## config.mk

```make
export PLATFORM = sky130hd
export DESIGN_NAME = sbc_cfg_regs
export DESIGN_NICKNAME = d
export VERILOG_FILES = /design/src/sbc_cfg_pkg.sv /design/src/sbc_cfg_regs.sv
export SDC_FILE = /design/constraint.sdc
export NUM_CORES = 1
export LEC_CHECK = 0
export BUFFER_PORTS_ARGS = -buffer_cell sky130_fd_sc_hd__buf_2
export CAP_MARGIN = 20
export CORE_ASPECT_RATIO = 1.2
export CORE_UTILIZATION = 40
export DETAILED_ROUTE_END_ITERATION = 10
export MAX_ROUTING_LAYER = met4
export PLACE_DENSITY = 0.58
export SYNTH_ARGS = -nofsm -noshare
export SYNTH_HDL_FRONTEND = slang
export SYNTH_SLANG_ARGS = --single-unit
```

## constraint.sdc

```tcl
create_clock -name clk -period 7.8 [get_ports clk]
set_clock_uncertainty 0.1 [all_clocks]
set_input_delay 1.56 -clock clk [delete_from_list [all_inputs] [get_ports clk]]
set_output_delay 1.56 -clock clk [all_outputs]
set_load 0.01 [all_outputs]
```

## src/sbc_cfg_pkg.sv

```systemverilog
package sbc_cfg_pkg;
   localparam int unsigned CLK_HZ = 50_000_000;

   // register offsets (7-bit spi address)
   localparam logic [6:0] ADDR_HW_CONTROL_TWO = 7'h0F;
   localparam logic [6:0] ADDR_PIN_FUNCTION_SELECT = 7'h17;
   localparam logic [6:0] ADDR_PULSE_DUTY_SETTING = 7'h18;
   localparam logic [6:0] ADDR_PULSE_FREQUENCY_SETTING = 7'h1C;

   // reset values
   localparam logic [7:0] RST_HW_CONTROL_TWO = 8'h40;
   localparam logic [7:0] RST_PIN_FUNCTION_SELECT = 8'h00;
   localparam logic [7:0] RST_PULSE_DUTY_SETTING = 8'h00;
   localparam logic [7:0] RST_PULSE_FREQUENCY_SETTING = 8'h00;

   // field positions
   localparam int unsigned SW_FREQ_MSB = 7;
   localparam int unsigned SW_FREQ_LSB = 5;
   localparam int unsigned PEAK_TH_BIT = 4;
   localparam int unsigned SPREAD_MSB = 3;
   localparam int unsigned SPREAD_LSB = 2;
   localparam int unsigned LOCK_ONE_BIT = 0;
   localparam int unsigned PIN_FN_MSB = 2;
   localparam int unsigned RATE_MSB = 1;

   // spi frame layout, lsb first: address, write flag, then data byte
   localparam int unsigned FRAME_BITS = 16;
   localparam int unsigned WR_FLAG_BIT = 7;

   // pin function codes
   localparam logic [2:0] PIN_FN_FAIL_A = 3'h0;
   localparam logic [2:0] PIN_FN_FAIL_B = 3'h1;
   localparam logic [2:0] PIN_FN_FAIL_C = 3'h2;
   localparam logic [2:0] PIN_FN_HS_TIMER = 3'h3;
   localparam logic [2:0] PIN_FN_OFF = 3'h4;
   localparam logic [2:0] PIN_FN_WAKE = 3'h5;
   localparam logic [2:0] PIN_FN_LS_PWM = 3'h6;
   localparam logic [2:0] PIN_FN_HS_PWM = 3'h7;

   // pwm: one period is 255 steps
   localparam int unsigned PWM_STEPS = 255;
   localparam int unsigned PWM_HZ_0 = 100;
   localparam int unsigned PWM_HZ_1 = 200;
   localparam int unsigned PWM_HZ_2 = 325;
   localparam int unsigned PWM_HZ_3 = 400;
   // cycles per step, rounded to nearest
   localparam logic [11:0] STEP_CYC_0 = 12'((CLK_HZ + PWM_HZ_0 * PWM_STEPS / 2) / (PWM_HZ_0 * PWM_STEPS));
   localparam logic [11:0] STEP_CYC_1 = 12'((CLK_HZ + PWM_HZ_1 * PWM_STEPS / 2) / (PWM_HZ_1 * PWM_STEPS));
   localparam logic [11:0] STEP_CYC_2 = 12'((CLK_HZ + PWM_HZ_2 * PWM_STEPS / 2) / (PWM_HZ_2 * PWM_STEPS));
   localparam logic [11:0] STEP_CYC_3 = 12'((CLK_HZ + PWM_HZ_3 * PWM_STEPS / 2) / (PWM_HZ_3 * PWM_STEPS));

   // wake filter, least time rounds up
   localparam int unsigned WAKE_FILT_NS = 16_000;
   localparam int unsigned CLK_PERIOD_NS = 1_000_000_000 / CLK_HZ;
   localparam logic [9:0] WAKE_FILT_CYC = 10'((WAKE_FILT_NS + CLK_PERIOD_NS - 1) / CLK_PERIOD_NS);
endpackage : sbc_cfg_pkg

```

## src/sbc_cfg_regs.sv

```systemverilog
`timescale 1ns/1ns
`default_nettype none
module sbc_cfg_regs
   import sbc_cfg_pkg::*;
(
   // clock and power-on reset
   input wire logic clk,
   input wire logic nrst,
   // spi pins
   input wire logic spi_csn,
   input wire logic spi_sclk,
   input wire logic spi_mosi,
   output logic spi_miso,
   output logic spi_miso_oe,
   // device mode events, same clock domain
   input wire logic soft_reset,
   input wire logic restart_entry,
   input wire logic long_delay_done,
   input wire logic restart_from_powerup,
   input wire logic failsafe_mode,
   input wire logic cfg_lock_zero,
   // general purpose high-voltage pin
   input wire logic gpio_pin_in,
   // decoded configuration
   output logic [2:0] switching_freq_sel,
   output logic peak_current_thresh_sel,
   output logic [1:0] spread_mod_freq_sel,
   output logic spread_enable,
   output logic cfg_lock_one_active,
   output logic fail_output_sel,
   output logic hs_timer_sel,
   output logic pin_off_sel,
   output logic wake_input_sel,
   output logic ls_pwm_drive,
   output logic hs_pwm_drive,
   output logic wake_level,
   output logic wake_event,
   output logic wake_default_source,
   output logic pwm_out
);

   logic [7:0] hw_control_two;
   logic [2:0] pin_function;
   logic [7:0] duty_setting;
   logic [1:0] pulse_rate_sel;

   // restart value of the pin field: switching functions fall back to off
   function automatic logic [2:0] pin_restart_value(input logic [2:0] fn);
      case (fn)
         PIN_FN_HS_TIMER, PIN_FN_LS_PWM, PIN_FN_HS_PWM: pin_restart_value = PIN_FN_OFF;
         default: pin_restart_value = fn;
      endcase
   endfunction : pin_restart_value

   function automatic logic [11:0] step_cycles(input logic [1:0] sel);
      case (sel)
         2'h0: step_cycles = STEP_CYC_0;
         2'h1: step_cycles = STEP_CYC_1;
         2'h2: step_cycles = STEP_CYC_2;
         default: step_cycles = STEP_CYC_3;
      endcase
   endfunction : step_cycles

   // spi slave: pins cross two flip-flops, edges are found on the synchronised copies
   logic [2:0] csn_sync;
   logic [2:0] sclk_sync;
   logic [1:0] mosi_sync;
   always_ff @(posedge clk or negedge nrst) begin
      if (!nrst) begin
         csn_sync <= 3'h7;
         sclk_sync <= 3'h0;
         mosi_sync <= 2'h0;
      end else begin
         csn_sync <= {csn_sync[1:0], spi_csn};
         sclk_sync <= {sclk_sync[1:0], spi_sclk};
         mosi_sync <= {mosi_sync[0], spi_mosi};
      end
   end

   logic csn_low;
   logic sclk_rise;
   logic sclk_fall;
   logic frame_end;
   assign csn_low = ~csn_sync[1];
   assign sclk_rise = csn_low && sclk_sync[1] && !sclk_sync[2];
   assign sclk_fall = csn_low && !sclk_sync[1] && sclk_sync[2];
   assign frame_end = csn_sync[1] && !csn_sync[2];

   logic [15:0] rx_shift;
   logic [4:0] bit_cnt;
   logic [7:0] tx_shift;
   logic [7:0] read_data;

   // after eight rising edges the address sits in bits 14:8 and the write flag in bit 15
   always_comb begin
      case (rx_shift[14:8])
         ADDR_HW_CONTROL_TWO: read_data = hw_control_two;
         ADDR_PIN_FUNCTION_SELECT: read_data = {5'h00, pin_function};
         ADDR_PULSE_DUTY_SETTING: read_data = duty_setting;
         ADDR_PULSE_FREQUENCY_SETTING: read_data = {6'h00, pulse_rate_sel};
         default: read_data = 8'h00;
      endcase
   end

   // frame bits arrive lsb first and shift in from the top
   always_ff @(posedge clk or negedge nrst) begin
      if (!nrst) begin
         rx_shift <= 16'h0000;
         bit_cnt <= 5'h00;
      end else if (!csn_low) begin
         bit_cnt <= 5'h00;
      end else if (sclk_rise) begin
         rx_shift <= {mosi_sync[1], rx_shift[15:1]};
         if (bit_cnt != 5'h1F)
            bit_cnt <= bit_cnt + 5'h01;
      end
   end

   // read data is loaded once the address byte is complete, shifted on falling edges
   always_ff @(posedge clk or negedge nrst) begin
      if (!nrst) begin
         tx_shift <= 8'h00;
      end else if (!csn_low) begin
         tx_shift <= 8'h00;
      end else if (sclk_rise && bit_cnt == 5'h07) begin
         tx_shift <= 8'h00;
      end else if (bit_cnt == 5'h08 && sclk_sync[1]) begin
         tx_shift <= read_data;
      end else if (sclk_fall && bit_cnt > 5'h08) begin
         tx_shift <= {1'b0, tx_shift[7:1]};
      end
   end

   // registered so miso only moves a few clocks after a falling sclk is seen
   always_ff @(posedge clk or negedge nrst) begin
      if (!nrst)
         spi_miso <= 1'b0;
      else
         spi_miso <= tx_shift[0];
   end
   assign spi_miso_oe = csn_low;

   // writes commit only at the end of a complete 16-bit frame
   // a frame cut short or overrun leaves bit_cnt away from 16 and writes nothing
   logic wr_commit;
   logic [6:0] wr_addr;
   logic [7:0] wr_data;
   assign wr_addr = rx_shift[6:0];
   assign wr_data = rx_shift[15:8];
   assign wr_commit = frame_end && bit_cnt == 5'(FRAME_BITS) && rx_shift[WR_FLAG_BIT];

   // hardware control two
   // lock sampled before the frame commits, so the frame that sets it still writes freely
   always_ff @(posedge clk or negedge nrst) begin
      if (!nrst) begin
         hw_control_two <= RST_HW_CONTROL_TWO;
      end else if (soft_reset) begin
         if (!cfg_lock_one_active)
            hw_control_two <= RST_HW_CONTROL_TWO;
      end else if (long_delay_done && restart_from_powerup && !cfg_lock_one_active) begin
         hw_control_two <= RST_HW_CONTROL_TWO;
      end else if (wr_commit && wr_addr == ADDR_HW_CONTROL_TWO && !cfg_lock_one_active) begin
         hw_control_two[SW_FREQ_MSB:SW_FREQ_LSB] <= wr_data[SW_FREQ_MSB:SW_FREQ_LSB];
         hw_control_two[PEAK_TH_BIT] <= wr_data[PEAK_TH_BIT];
         hw_control_two[SPREAD_MSB:SPREAD_LSB] <= wr_data[SPREAD_MSB:SPREAD_LSB];
         hw_control_two[LOCK_ONE_BIT] <= wr_data[LOCK_ONE_BIT];
         hw_control_two[1] <= 1'b0;
      end
   end

   // lock becomes active at the chip select edge that closes the frame
   // only power-on reset clears it; soft reset and restart leave it alone
   always_ff @(posedge clk or negedge nrst) begin
      if (!nrst)
         cfg_lock_one_active <= 1'b0;
      else if (wr_commit && wr_addr == ADDR_HW_CONTROL_TWO && wr_data[LOCK_ONE_BIT])
         cfg_lock_one_active <= 1'b1;
   end

   // reserved switching codes pass through; the regulator side decides what they mean
   assign switching_freq_sel = hw_control_two[SW_FREQ_MSB:SW_FREQ_LSB];
   assign peak_current_thresh_sel = hw_control_two[PEAK_TH_BIT];
   assign spread_mod_freq_sel = hw_control_two[SPREAD_MSB:SPREAD_LSB];
   assign spread_enable = |spread_mod_freq_sel;

   // pin function
   // level-1 lock does not cover this field; only level-0 does
   // restart parks switching functions at off so a stale drive cannot resume
   always_ff @(posedge clk or negedge nrst) begin
      if (!nrst) begin
         pin_function <= RST_PIN_FUNCTION_SELECT[PIN_FN_MSB:0];
      end else if (soft_reset) begin
         if (cfg_lock_zero)
            pin_function <= pin_restart_value(pin_function);
         else
            pin_function <= RST_PIN_FUNCTION_SELECT[PIN_FN_MSB:0];
      end else if (restart_entry) begin
         pin_function <= pin_restart_value(pin_function);
      end else if (wr_commit && wr_addr == ADDR_PIN_FUNCTION_SELECT && !cfg_lock_zero) begin
         pin_function <= wr_data[PIN_FN_MSB:0];
      end
   end

   always_comb begin
      fail_output_sel = 1'b0;
      hs_timer_sel = 1'b0;
      pin_off_sel = 1'b0;
      wake_input_sel = 1'b0;
      ls_pwm_drive = 1'b0;
      hs_pwm_drive = 1'b0;
      case (pin_function)
         PIN_FN_FAIL_A, PIN_FN_FAIL_B, PIN_FN_FAIL_C: fail_output_sel = 1'b1;
         PIN_FN_HS_TIMER: hs_timer_sel = 1'b1;
         PIN_FN_OFF: pin_off_sel = 1'b1;
         PIN_FN_WAKE: wake_input_sel = 1'b1;
         PIN_FN_LS_PWM: ls_pwm_drive = pwm_out;
         PIN_FN_HS_PWM: hs_pwm_drive = pwm_out;
         default: pin_off_sel = 1'b1;
      endcase
   end

   assign wake_default_source = wake_input_sel && failsafe_mode;

   // wake filter
   logic [1:0] pin_sync;
   logic [9:0] filt_cnt;
   always_ff @(posedge clk or negedge nrst) begin
      if (!nrst)
         pin_sync <= 2'h0;
      else
         pin_sync <= {pin_sync[0], gpio_pin_in};
   end

   // a level must stand unchanged for the whole filter time before it is taken
   // any glitch back to the taken level clears the count, so the wait starts over
   always_ff @(posedge clk or negedge nrst) begin
      if (!nrst) begin
         filt_cnt <= 10'h000;
         wake_level <= 1'b0;
         wake_event <= 1'b0;
      end else begin
         wake_event <= 1'b0;
         if (!wake_input_sel || pin_sync[1] == wake_level) begin
            filt_cnt <= 10'h000;
         end else if (filt_cnt == WAKE_FILT_CYC - 10'h001) begin
            filt_cnt <= 10'h000;
            wake_level <= pin_sync[1];
            wake_event <= 1'b1;
         end else begin
            filt_cnt <= filt_cnt + 10'h001;
         end
      end
   end

   // pwm registers: soft reset clears duty and rate, restart entry keeps them
   // the generator only picks these up at a period boundary
   always_ff @(posedge clk or negedge nrst) begin
      if (!nrst) begin
         duty_setting <= RST_PULSE_DUTY_SETTING;
      end else if (soft_reset) begin
         duty_setting <= RST_PULSE_DUTY_SETTING;
      end else if (wr_commit && wr_addr == ADDR_PULSE_DUTY_SETTING) begin
         duty_setting <= wr_data;
      end
   end

   always_ff @(posedge clk or negedge nrst) begin
      if (!nrst) begin
         pulse_rate_sel <= RST_PULSE_FREQUENCY_SETTING[RATE_MSB:0];
      end else if (soft_reset) begin
         pulse_rate_sel <= RST_PULSE_FREQUENCY_SETTING[RATE_MSB:0];
      end else if (wr_commit && wr_addr == ADDR_PULSE_FREQUENCY_SETTING) begin
         pulse_rate_sel <= wr_data[RATE_MSB:0];
      end
   end

   // pwm generator, free-running from reset
   // a full period at the fastest rate outlasts a short test run
   logic [7:0] active_duty;
   logic [1:0] active_rate;
   logic [11:0] step_div;
   logic [7:0] step_idx;
   logic step_tick;
   logic period_end;
   assign step_tick = step_div == step_cycles(active_rate) - 12'h001;
   assign period_end = step_tick && step_idx == 8'(PWM_STEPS - 1);

   always_ff @(posedge clk or negedge nrst) begin
      if (!nrst) begin
         step_div <= 12'h000;
         step_idx <= 8'h00;
      end else if (step_tick) begin
         step_div <= 12'h000;
         step_idx <= period_end ? 8'h00 : step_idx + 8'h01;
      end else begin
         step_div <= step_div + 12'h001;
      end
   end

   // settings are sampled only at the period boundary so no period is cut short
   always_ff @(posedge clk or negedge nrst) begin
      if (!nrst) begin
         active_duty <= RST_PULSE_DUTY_SETTING;
         active_rate <= RST_PULSE_FREQUENCY_SETTING[RATE_MSB:0];
      end else if (period_end) begin
         active_duty <= duty_setting;
         active_rate <= pulse_rate_sel;
      end
   end

   // step < duty gives duty/255 on-time; 0 never on, 255 covers every step
   always_ff @(posedge clk or negedge nrst) begin
      if (!nrst)
         pwm_out <= 1'b0;
      else
         pwm_out <= step_idx < active_duty;
   end
endmodule : sbc_cfg_regs
`default_nettype wire

```

==> run metrics, run 1 <==
status complete, no violations; Area after DPL 0.00535 mm²; DIE WIDTH 105 µm; Wirelength per Cell 15.0 µm; initial core utilization 41.4%; routed vias 3453; Pins Over Slew Limit 0; initial drt markers 185; IO Port Bufs 31; critical path class primary input to output port; CP arrival 1.91 ns; WL final 9740 µm; CTS root buffer clkbuf_16; multi-input logic area 0.00229 mm²; Non-Filler Instances 651; Resize count post-CTS 0; share of layout cells above drive strength 1 18.6%; FP Rows 44; CP max-delay cell buf_2; synthesis warning total 0; grt ovf 0; crit-path max FO 1; Post-Syn Area per Cell 11.1 µm²; sequential area share after synthesis 51.6%; Setup WS post-layout 4.23 ns; Routed Antenna Nets 0; Cell Area, Synth 0.00505 mm²; cell count after synthesis 455; maxcap violations 0; area grow syn2layout 12.6%; worst hold path type flip-flop to flip-flop; EDFF count, synth 0; Post-Syn Nets 487; Die H 125 µm; hpwl dp 6780 µm; Fill cells 1143; Finished Cell Area 0.00569 mm²; Post-CTS Hold Buffers 0; die area 0.0131 mm²; diode count 0; Remaining DRCs 0; CTS tree done; Setup TNS 0 ns; VDD IR max 108 µV; Clock Latency Late Sink 0.35 ns; slowest stage delay, CP 0.13 ns; fmax 0.280 GHz; largest net degree at the start of global routing 87; io pins 32; post-CTS setup buffer count 0; Longest Clk Path Bufs 2; RSZ-0062 raised after global routing false; Tot GR Track Use 16.9%; Setup crit start kind primary input; post-layout util 46.6%; setup violators final 0; initial antenna violation count 0; asr flop ratio synth 100%; Core Area 0.0122 mm²; Final GP Congestion 0.831; pre-CTS setup slack 4.23 ns; CTS buffer count 9; Unique masters post-synth 62; Crit path top cell by count buf_2; Final Power 1.13 mW; H-tree depth 3; register bit total from synthesis 104; clk sinks 104; Reg clk slew, reported paths 0.06 ns; min Tclk post-route 3.57 ns; number of global-route vias before repair 3494; ys flop type dfrtp_1; Cells after DPL 634; Layout Nets 517; WP data required 6.14 ns; pwr dens 199 mW/mm²; DRT Pass-1 Iters 4; Worst-Margin Slew 0.895 ns; crit-path cells buf_2 -> and2_1 -> buf_2; final-report hold violation count 0; routed vias/inst 5.30; Worst Setup End Kind output port; hold_ws 0.256 ns; Tcrit/Tclk final 45.7%; P_leak 2.56 nW; first-pass GRT wire length 17100 µm; FF+latch area 0.00261 mm²; slew margin rel. 40.0%
[final cells by class]
cell class / count / area share, %
clock buffers: 14 / 4.82
clock inverters: 2 / 0.660
inverters: 22 / 1.45
multi-input cells: 314 / 40.2
flip-flops and latches: 104 / 45.8
well taps: 161 / 3.54
repair buffers: 34 / 3.52
[power by group]
part	switching (mW)	internal [mW]
logic	0.0399	0.0311
clock network	0.191	0.275
registers	0.0355	0.560
total	0.267	0.867
[state kept, by name, indices dropped and copies added, names as in the netlist, 7 cells and up]
name	cells
rx_shift	16
step_div	12
filt_cnt	10
active_duty	8
duty_setting	8
step_idx	8
tx_shift	8
hw_control_two	7
[logic make-up (layout without fill, tap and decap cells)]
kind of cell    Yosys count  in the layout  share of synthesized area, %
flops                   104            104                          51.6
mux                      42             42                          8.94
simple gates            160            160                          16.5
fa+ha+maj                20             20                          4.95
buf+inv                  37             72                          3.27
xor+xnor                 26             26                          4.50
compound gates           66             66                          10.2
[cells in the mapped netlist (9+ instances only)]
master | number | area (µm²)
dfrtp_1 | 100 | 2500
nand3_1 | 18 | 90.1
nand2_1 | 28 | 105
mux2_2 | 25 | 282
mux2i_1 | 17 | 170
a22o_1 | 9 | 78.8
ha_1 | 20 | 250
clkbuf_1 | 9 | 33.8
o21ai_0 | 11 | 55.1
inv_1 | 22 | 82.6
xor2_1 | 14 | 123
nor2_1 | 56 | 210
xnor2_1 | 12 | 105
[cell usage in the layout (no fill, tap or decap), types with 2 or more instances in the layout]
cell type and count:
a21oi_1 5, a221o_1 5, a22o_1 9, a22oi_1 8, and2_1 3, and2b_1 2, and3_1 7, and3b_1 2
buf_2 30, buf_4 3, clkbuf_1 2, clkbuf_16 9, clkbuf_8 3, dfrtp_1 100, dfstp_2 4, ha_1 20
inv_1 22, mux2_2 25, mux2i_1 17, nand2_1 28, nand2b_1 4, nand3_1 18, nand4_1 6, nand4b_1 2
nor2_1 56, nor2b_1 5, nor3_1 5, nor3b_1 6, nor3b_2 2, o21a_1 2, o21ai_0 11, o22a_1 2
o31ai_1 7, or3_1 3, xnor2_1 12, xor2_1 14
[worst max-delay path: cells and delay by family]
family        cells  cell delay [ns]
buf+inv           2             0.23
simple gates      1             0.12
[final timing paths]
kind,start,to,slack [ns],depth (start not counted)
min in group asynchronous,nrst,step_idx[7],0.98,1
min,csn_sync[0],csn_sync[1],0.26,0
max in group asynchronous,nrst,csn_sync[2],5.62,3
max,failsafe_mode,wake_default_source,4.23,3
min reg2reg,csn_sync[0],csn_sync[1],0.26,0
max reg2reg,active_rate[0],active_duty[1],4.56,7
[per-layer routing]
metal	GRT usage [%]	part of all wire [%]	vias to the layer above
met5	-	0	-
met4	7.04	1.9	0
met3	3.28	2.9	15
met2	27.2	49	48
met1	20.9	46	1733
li1	-	-	1657
No activity file was read; power rests on OpenSTA's default activity.
==> inputs of run 2 (changes only) <==
Settings changed: PLACE_DENSITY 0.58 to 0.61.
Clock period 7.8 ns to 2.9 ns, I/O delays scaled along.
==> run metrics, run 2 (synthesized netlist as in run 1, its figures left out) <==
Worst-Margin Slew 0.676 ns; largest net degree at the start of global routing 43; CP arrival 2.88 ns; slew margin rel. 53.8%; maxcap violations 0; Final GP Congestion 0.829; share of layout cells above drive strength 1 20.0%; Fill cells 1150; Cells after DPL 640; Final Power 3.05 mW; io pins 32; final-report hold violation count 0; DIE WIDTH 105 µm; Crit path max-delay family simple AND/OR/NAND/NOR gates; setup violators final 0; Core Area 0.0122 mm²; first-pass GRT wire length 17000 µm; Die H 125 µm; FP Rows 44; FF+latch area 0.00261 mm²; CTS tree done; diode count 0; initial core utilization 41.4%; Remaining DRCs 0; P_leak 2.60 nW; Reg clk slew, reported paths 0.07 ns; routed vias/inst 5.24; Buffers & Inverters on Critical Path 1; Routed Antenna Nets 0; RSZ-0062 raised after global routing false; Finished Cell Area 0.00573 mm²; die area 0.0131 mm²; WP data required 3.02 ns; pwr dens 533 mW/mm²; Worst Setup End Kind flip-flop; H-tree depth 3; clk sinks 104; fmax 0.362 GHz; Setup WS post-layout 0.134 ns; initial drt markers 185; Non-Filler Instances 656; Tcrit/Tclk final 95.4%; hold_ws 0.118 ns; slowest stage delay, CP 0.59 ns; Regs by FF count rx_shift (16), step_div (12), filt_cnt (10); Area after DPL 0.00541 mm²; Setup crit start kind flip-flop; Largest register FFs 16; crit-path max FO 12; crit-path cells inv_1 -> ha_1 -> or4b_1 -> a211oi_2 -> or4b_4 -> o31ai_4 -> o41ai_2; min Tclk post-route 2.77 ns; pre-CTS setup slack 0.105 ns; DRT Pass-1 Iters 4; hpwl dp 7120 µm; number of global-route vias before repair 3498; area grow syn2layout 13.3%; Setup TNS 0 ns; IO Port Bufs 31; multi-input logic area 0.00229 mm²; Post-CTS Hold Buffers 0; status complete, no violations; post-layout util 46.9%; Pins Over Slew Limit 0; Tot GR Track Use 16.8%; WL final 9770 µm; Layout Nets 522; CTS buffer count 9; reg2reg setup slack 0.13 ns; largest register by flop count rx_shift; initial antenna violation count 0; routed vias 3439; commonest cells after routing, fill and taps aside dfrtp_1 (100), nor2_1 (56), buf_2 (30); Clock Latency Late Sink 0.34 ns; grt ovf 0; worst hold path type primary input to async pin; Wirelength per Cell 14.9 µm; critical path class flip-flop to flip-flop; VDD IR max 363 µV; most common cell after layout, fill and taps aside dfrtp_1; Longest Clk Path Bufs 2; CTS root buffer clkbuf_16; CP max-delay cell or4b_4
[run 2: final timing paths]
path | start | depth (start not counted) | endpoint
max in group asynchronous | nrst | 2 | hw_control_two[6]
worst min register to register | mosi_sync[0] | 0 | mosi_sync[1]
worst max-delay path | active_rate[1] | 7 | step_idx[7]
min in group clk | spi_csn | 1 | csn_sync[0]
worst max register to register | active_rate[1] | 7 | step_idx[7]
worst min-delay path | nrst | 1 | sclk_sync[0]
[run 2: where the power goes]
group | internal (mW) | leakage (nW) | switching (mW)
clock | 0.725 | 0.157 | 0.538
sequential | 1.51 | 1.40 | 0.0945
combinational | 0.0826 | 1.04 | 0.105
[run 2: final cells by class]
type / instances / area share [%]
Clock buffer: 11 / 4.41
Clock inverter: 5 / 1.07
Inverter: 22 / 1.44
Multi-Input combinational cell: 314 / 40.0
Sequential cell: 104 / 45.5
Tap cell: 161 / 3.52
Timing Repair Buffer: 39 / 4.02
[run 2: repair_timing]
action                                  in CTS  in global routing
setup buffers                                0                  0
gates resized for setup                      0                  1
endpoints found under the setup margin       0                  1
[run 2: layer usage]
metal  track usage (%)  vias to the layer above  wire, µm
li1                  -                     1678         -
met1              20.5                     1692      4300
met2              27.5                       51      4990
met3              2.03                       18       224
met4              7.95                        0       254
met5                 -                        -         0
==> inputs of run 3 (changes only) <==
==> constraint.sdc (replaced) <==
create_clock -name clk -period 2.9 [get_ports clk]
set_clock_uncertainty 0.1 [all_clocks]
set_input_delay 0.58 -clock clk [delete_from_list [all_inputs] [get_ports clk]]
set_output_delay 0.58 -clock clk [all_outputs]
set_load 0.1 [all_outputs]
==> run metrics, run 3 (synthesized netlist as in run 1, its figures left out) <==
hpwl dp 7110 µm; clk sinks 104; Worst Setup End Kind flip-flop; Tot GR Track Use 16.9%; Layout Nets 521; Core Area 0.0122 mm²; Tcrit/Tclk final 96.1%; Setup TNS 0 ns; Setup crit start kind flip-flop; Post-CTS Hold Buffers 0; CP arrival 2.91 ns; final-report hold violation count 0; setup violators final 0; initial antenna violation count 0; diode count 0; Worst R2R Path Depth 7; CP max-delay cell or4b_4; Die H 125 µm; WL final 9870 µm; FP Rows 44; Clock Latency Late Sink 0.34 ns; IO Port Bufs 31; VDD IR max 384 µV; number of global-route vias before repair 3594; routed vias 3477; P_leak 2.60 nW; status complete, no violations; Worst-Margin Slew 0.707 ns; CTS tree done; RSZ-0062 raised after global routing true; share of layout cells above drive strength 1 20.4%; crit-path max FO 12; first-pass GRT wire length 17100 µm; maxcap violations 0; Wirelength per Cell 15.1 µm; post-CTS setup buffer count 0; DIE WIDTH 105 µm; H-tree depth 3; crit-path cells inv_1 -> ha_1 -> or4b_1 -> a211oi_2 -> or4b_4 -> o31ai_1 -> o31ai_1; Longest Clk Path Bufs 2; worst hold path type primary input to async pin; Final GP Congestion 0.798; Crit path top cell by count o31ai_1; initial core utilization 41.4%; CTS buffer count 9; DRT Pass-1 Iters 4; initial drt markers 132; fmax 0.359 GHz; slew margin rel. 52.8%; die area 0.0131 mm²; Resize count post-CTS 0; CTS root buffer clkbuf_16; routed vias/inst 5.31; pwr dens 546 mW/mm²; commonest cells after routing, fill and taps aside dfrtp_1 (100), nor2_1 (55), buf_2 (30); critical path class flip-flop to flip-flop; Regs by FF count rx_shift (16), step_div (12), filt_cnt (10); largest register by flop count rx_shift; Largest register FFs 16; grt ovf 0; io pins 32; slowest stage delay, CP 0.59 ns; min Tclk post-route 2.79 ns; largest net degree at the start of global routing 57; Remaining DRCs 0; Reg clk slew, reported paths 0.07 ns; Routed Antenna Nets 0; Pins Over Slew Limit 0; most common cell after layout, fill and taps aside dfrtp_1; WP data required 3.02 ns; area grow syn2layout 13.6%; Final Power 3.13 mW
[run 3: power by group]
group / internal (mW) / total (mW) / leakage [nW] / switching (mW)
logic: 0.0819 / 0.210 / 1.04 / 0.128
registers: 1.51 / 1.60 / 1.40 / 0.0964
clock network: 0.785 / 1.32 / 0.159 / 0.537
total: 2.37 / 3.13 / 2.60 / 0.761
[run 3: final timing paths]
| path | startpoint | to | slack [ns] |
|---|---|---|---|
| min in group clk | spi_csn | csn_sync[0] | 0.23 |
| setup / recovery | active_rate[1] | step_idx[4] | 0.11 |
| hold / removal | nrst | sclk_sync[0] | 0.19 |
| hold reg to reg | sclk_sync[0] | sclk_sync[1] | 0.26 |
| max in group asynchronous | nrst | step_div[5] | 1.80 |
| setup reg to reg | active_rate[1] | step_idx[4] | 0.11 |
[run 3: worst max-delay path, delay by kind of cell, from the launching register on]
kind,cells,cell delay (ns)
AO/OA/AOI/OAI,3,0.64
buffers and inverters,1,0.13
AND/OR/NAND/NOR,2,1.13
adder cells (fa/ha/maj),1,0.26
flip-flops,1,0.41
[run 3: final cells by class]
cell class | count | area [µm²]
Sequential cell | 104 | 2610
Inverter | 22 | 82.6
Tap cell | 161 | 201
Multi-Input combinational cell | 314 | 2300
Clock buffer | 10 | 239
Fill cell | 1157 | 6480
Clock inverter | 6 | 90.1
Timing Repair Buffer | 38 | 223
[run 3: metal layers]
metal | global-route usage [%] | routed length [µm] | up-vias
li1 | - | - | 1678
met4 | 8.04 | 327 | 0
met3 | 3.23 | 279 | 24
met1 | 20.3 | 4460 | 1716
met2 | 27.2 | 4800 | 59
met5 | - | 0 | -
[run 3: stage by stage]
step                hold WS [ns]  cells  setup slack, ns  cell area, µm²  utilization (%)
finish                     0.188    655            0.114            5740             47.0
global route               0.215    655          -0.0389            5740             47.0
CTS                        0.217    655           0.0937            5740             47.0
detailed placement         0.244    639           0.0937            5420             44.3
global placement           0.233    639            0.189            5420             44.3
floorplan                  0.184    455           -0.140            5070                -
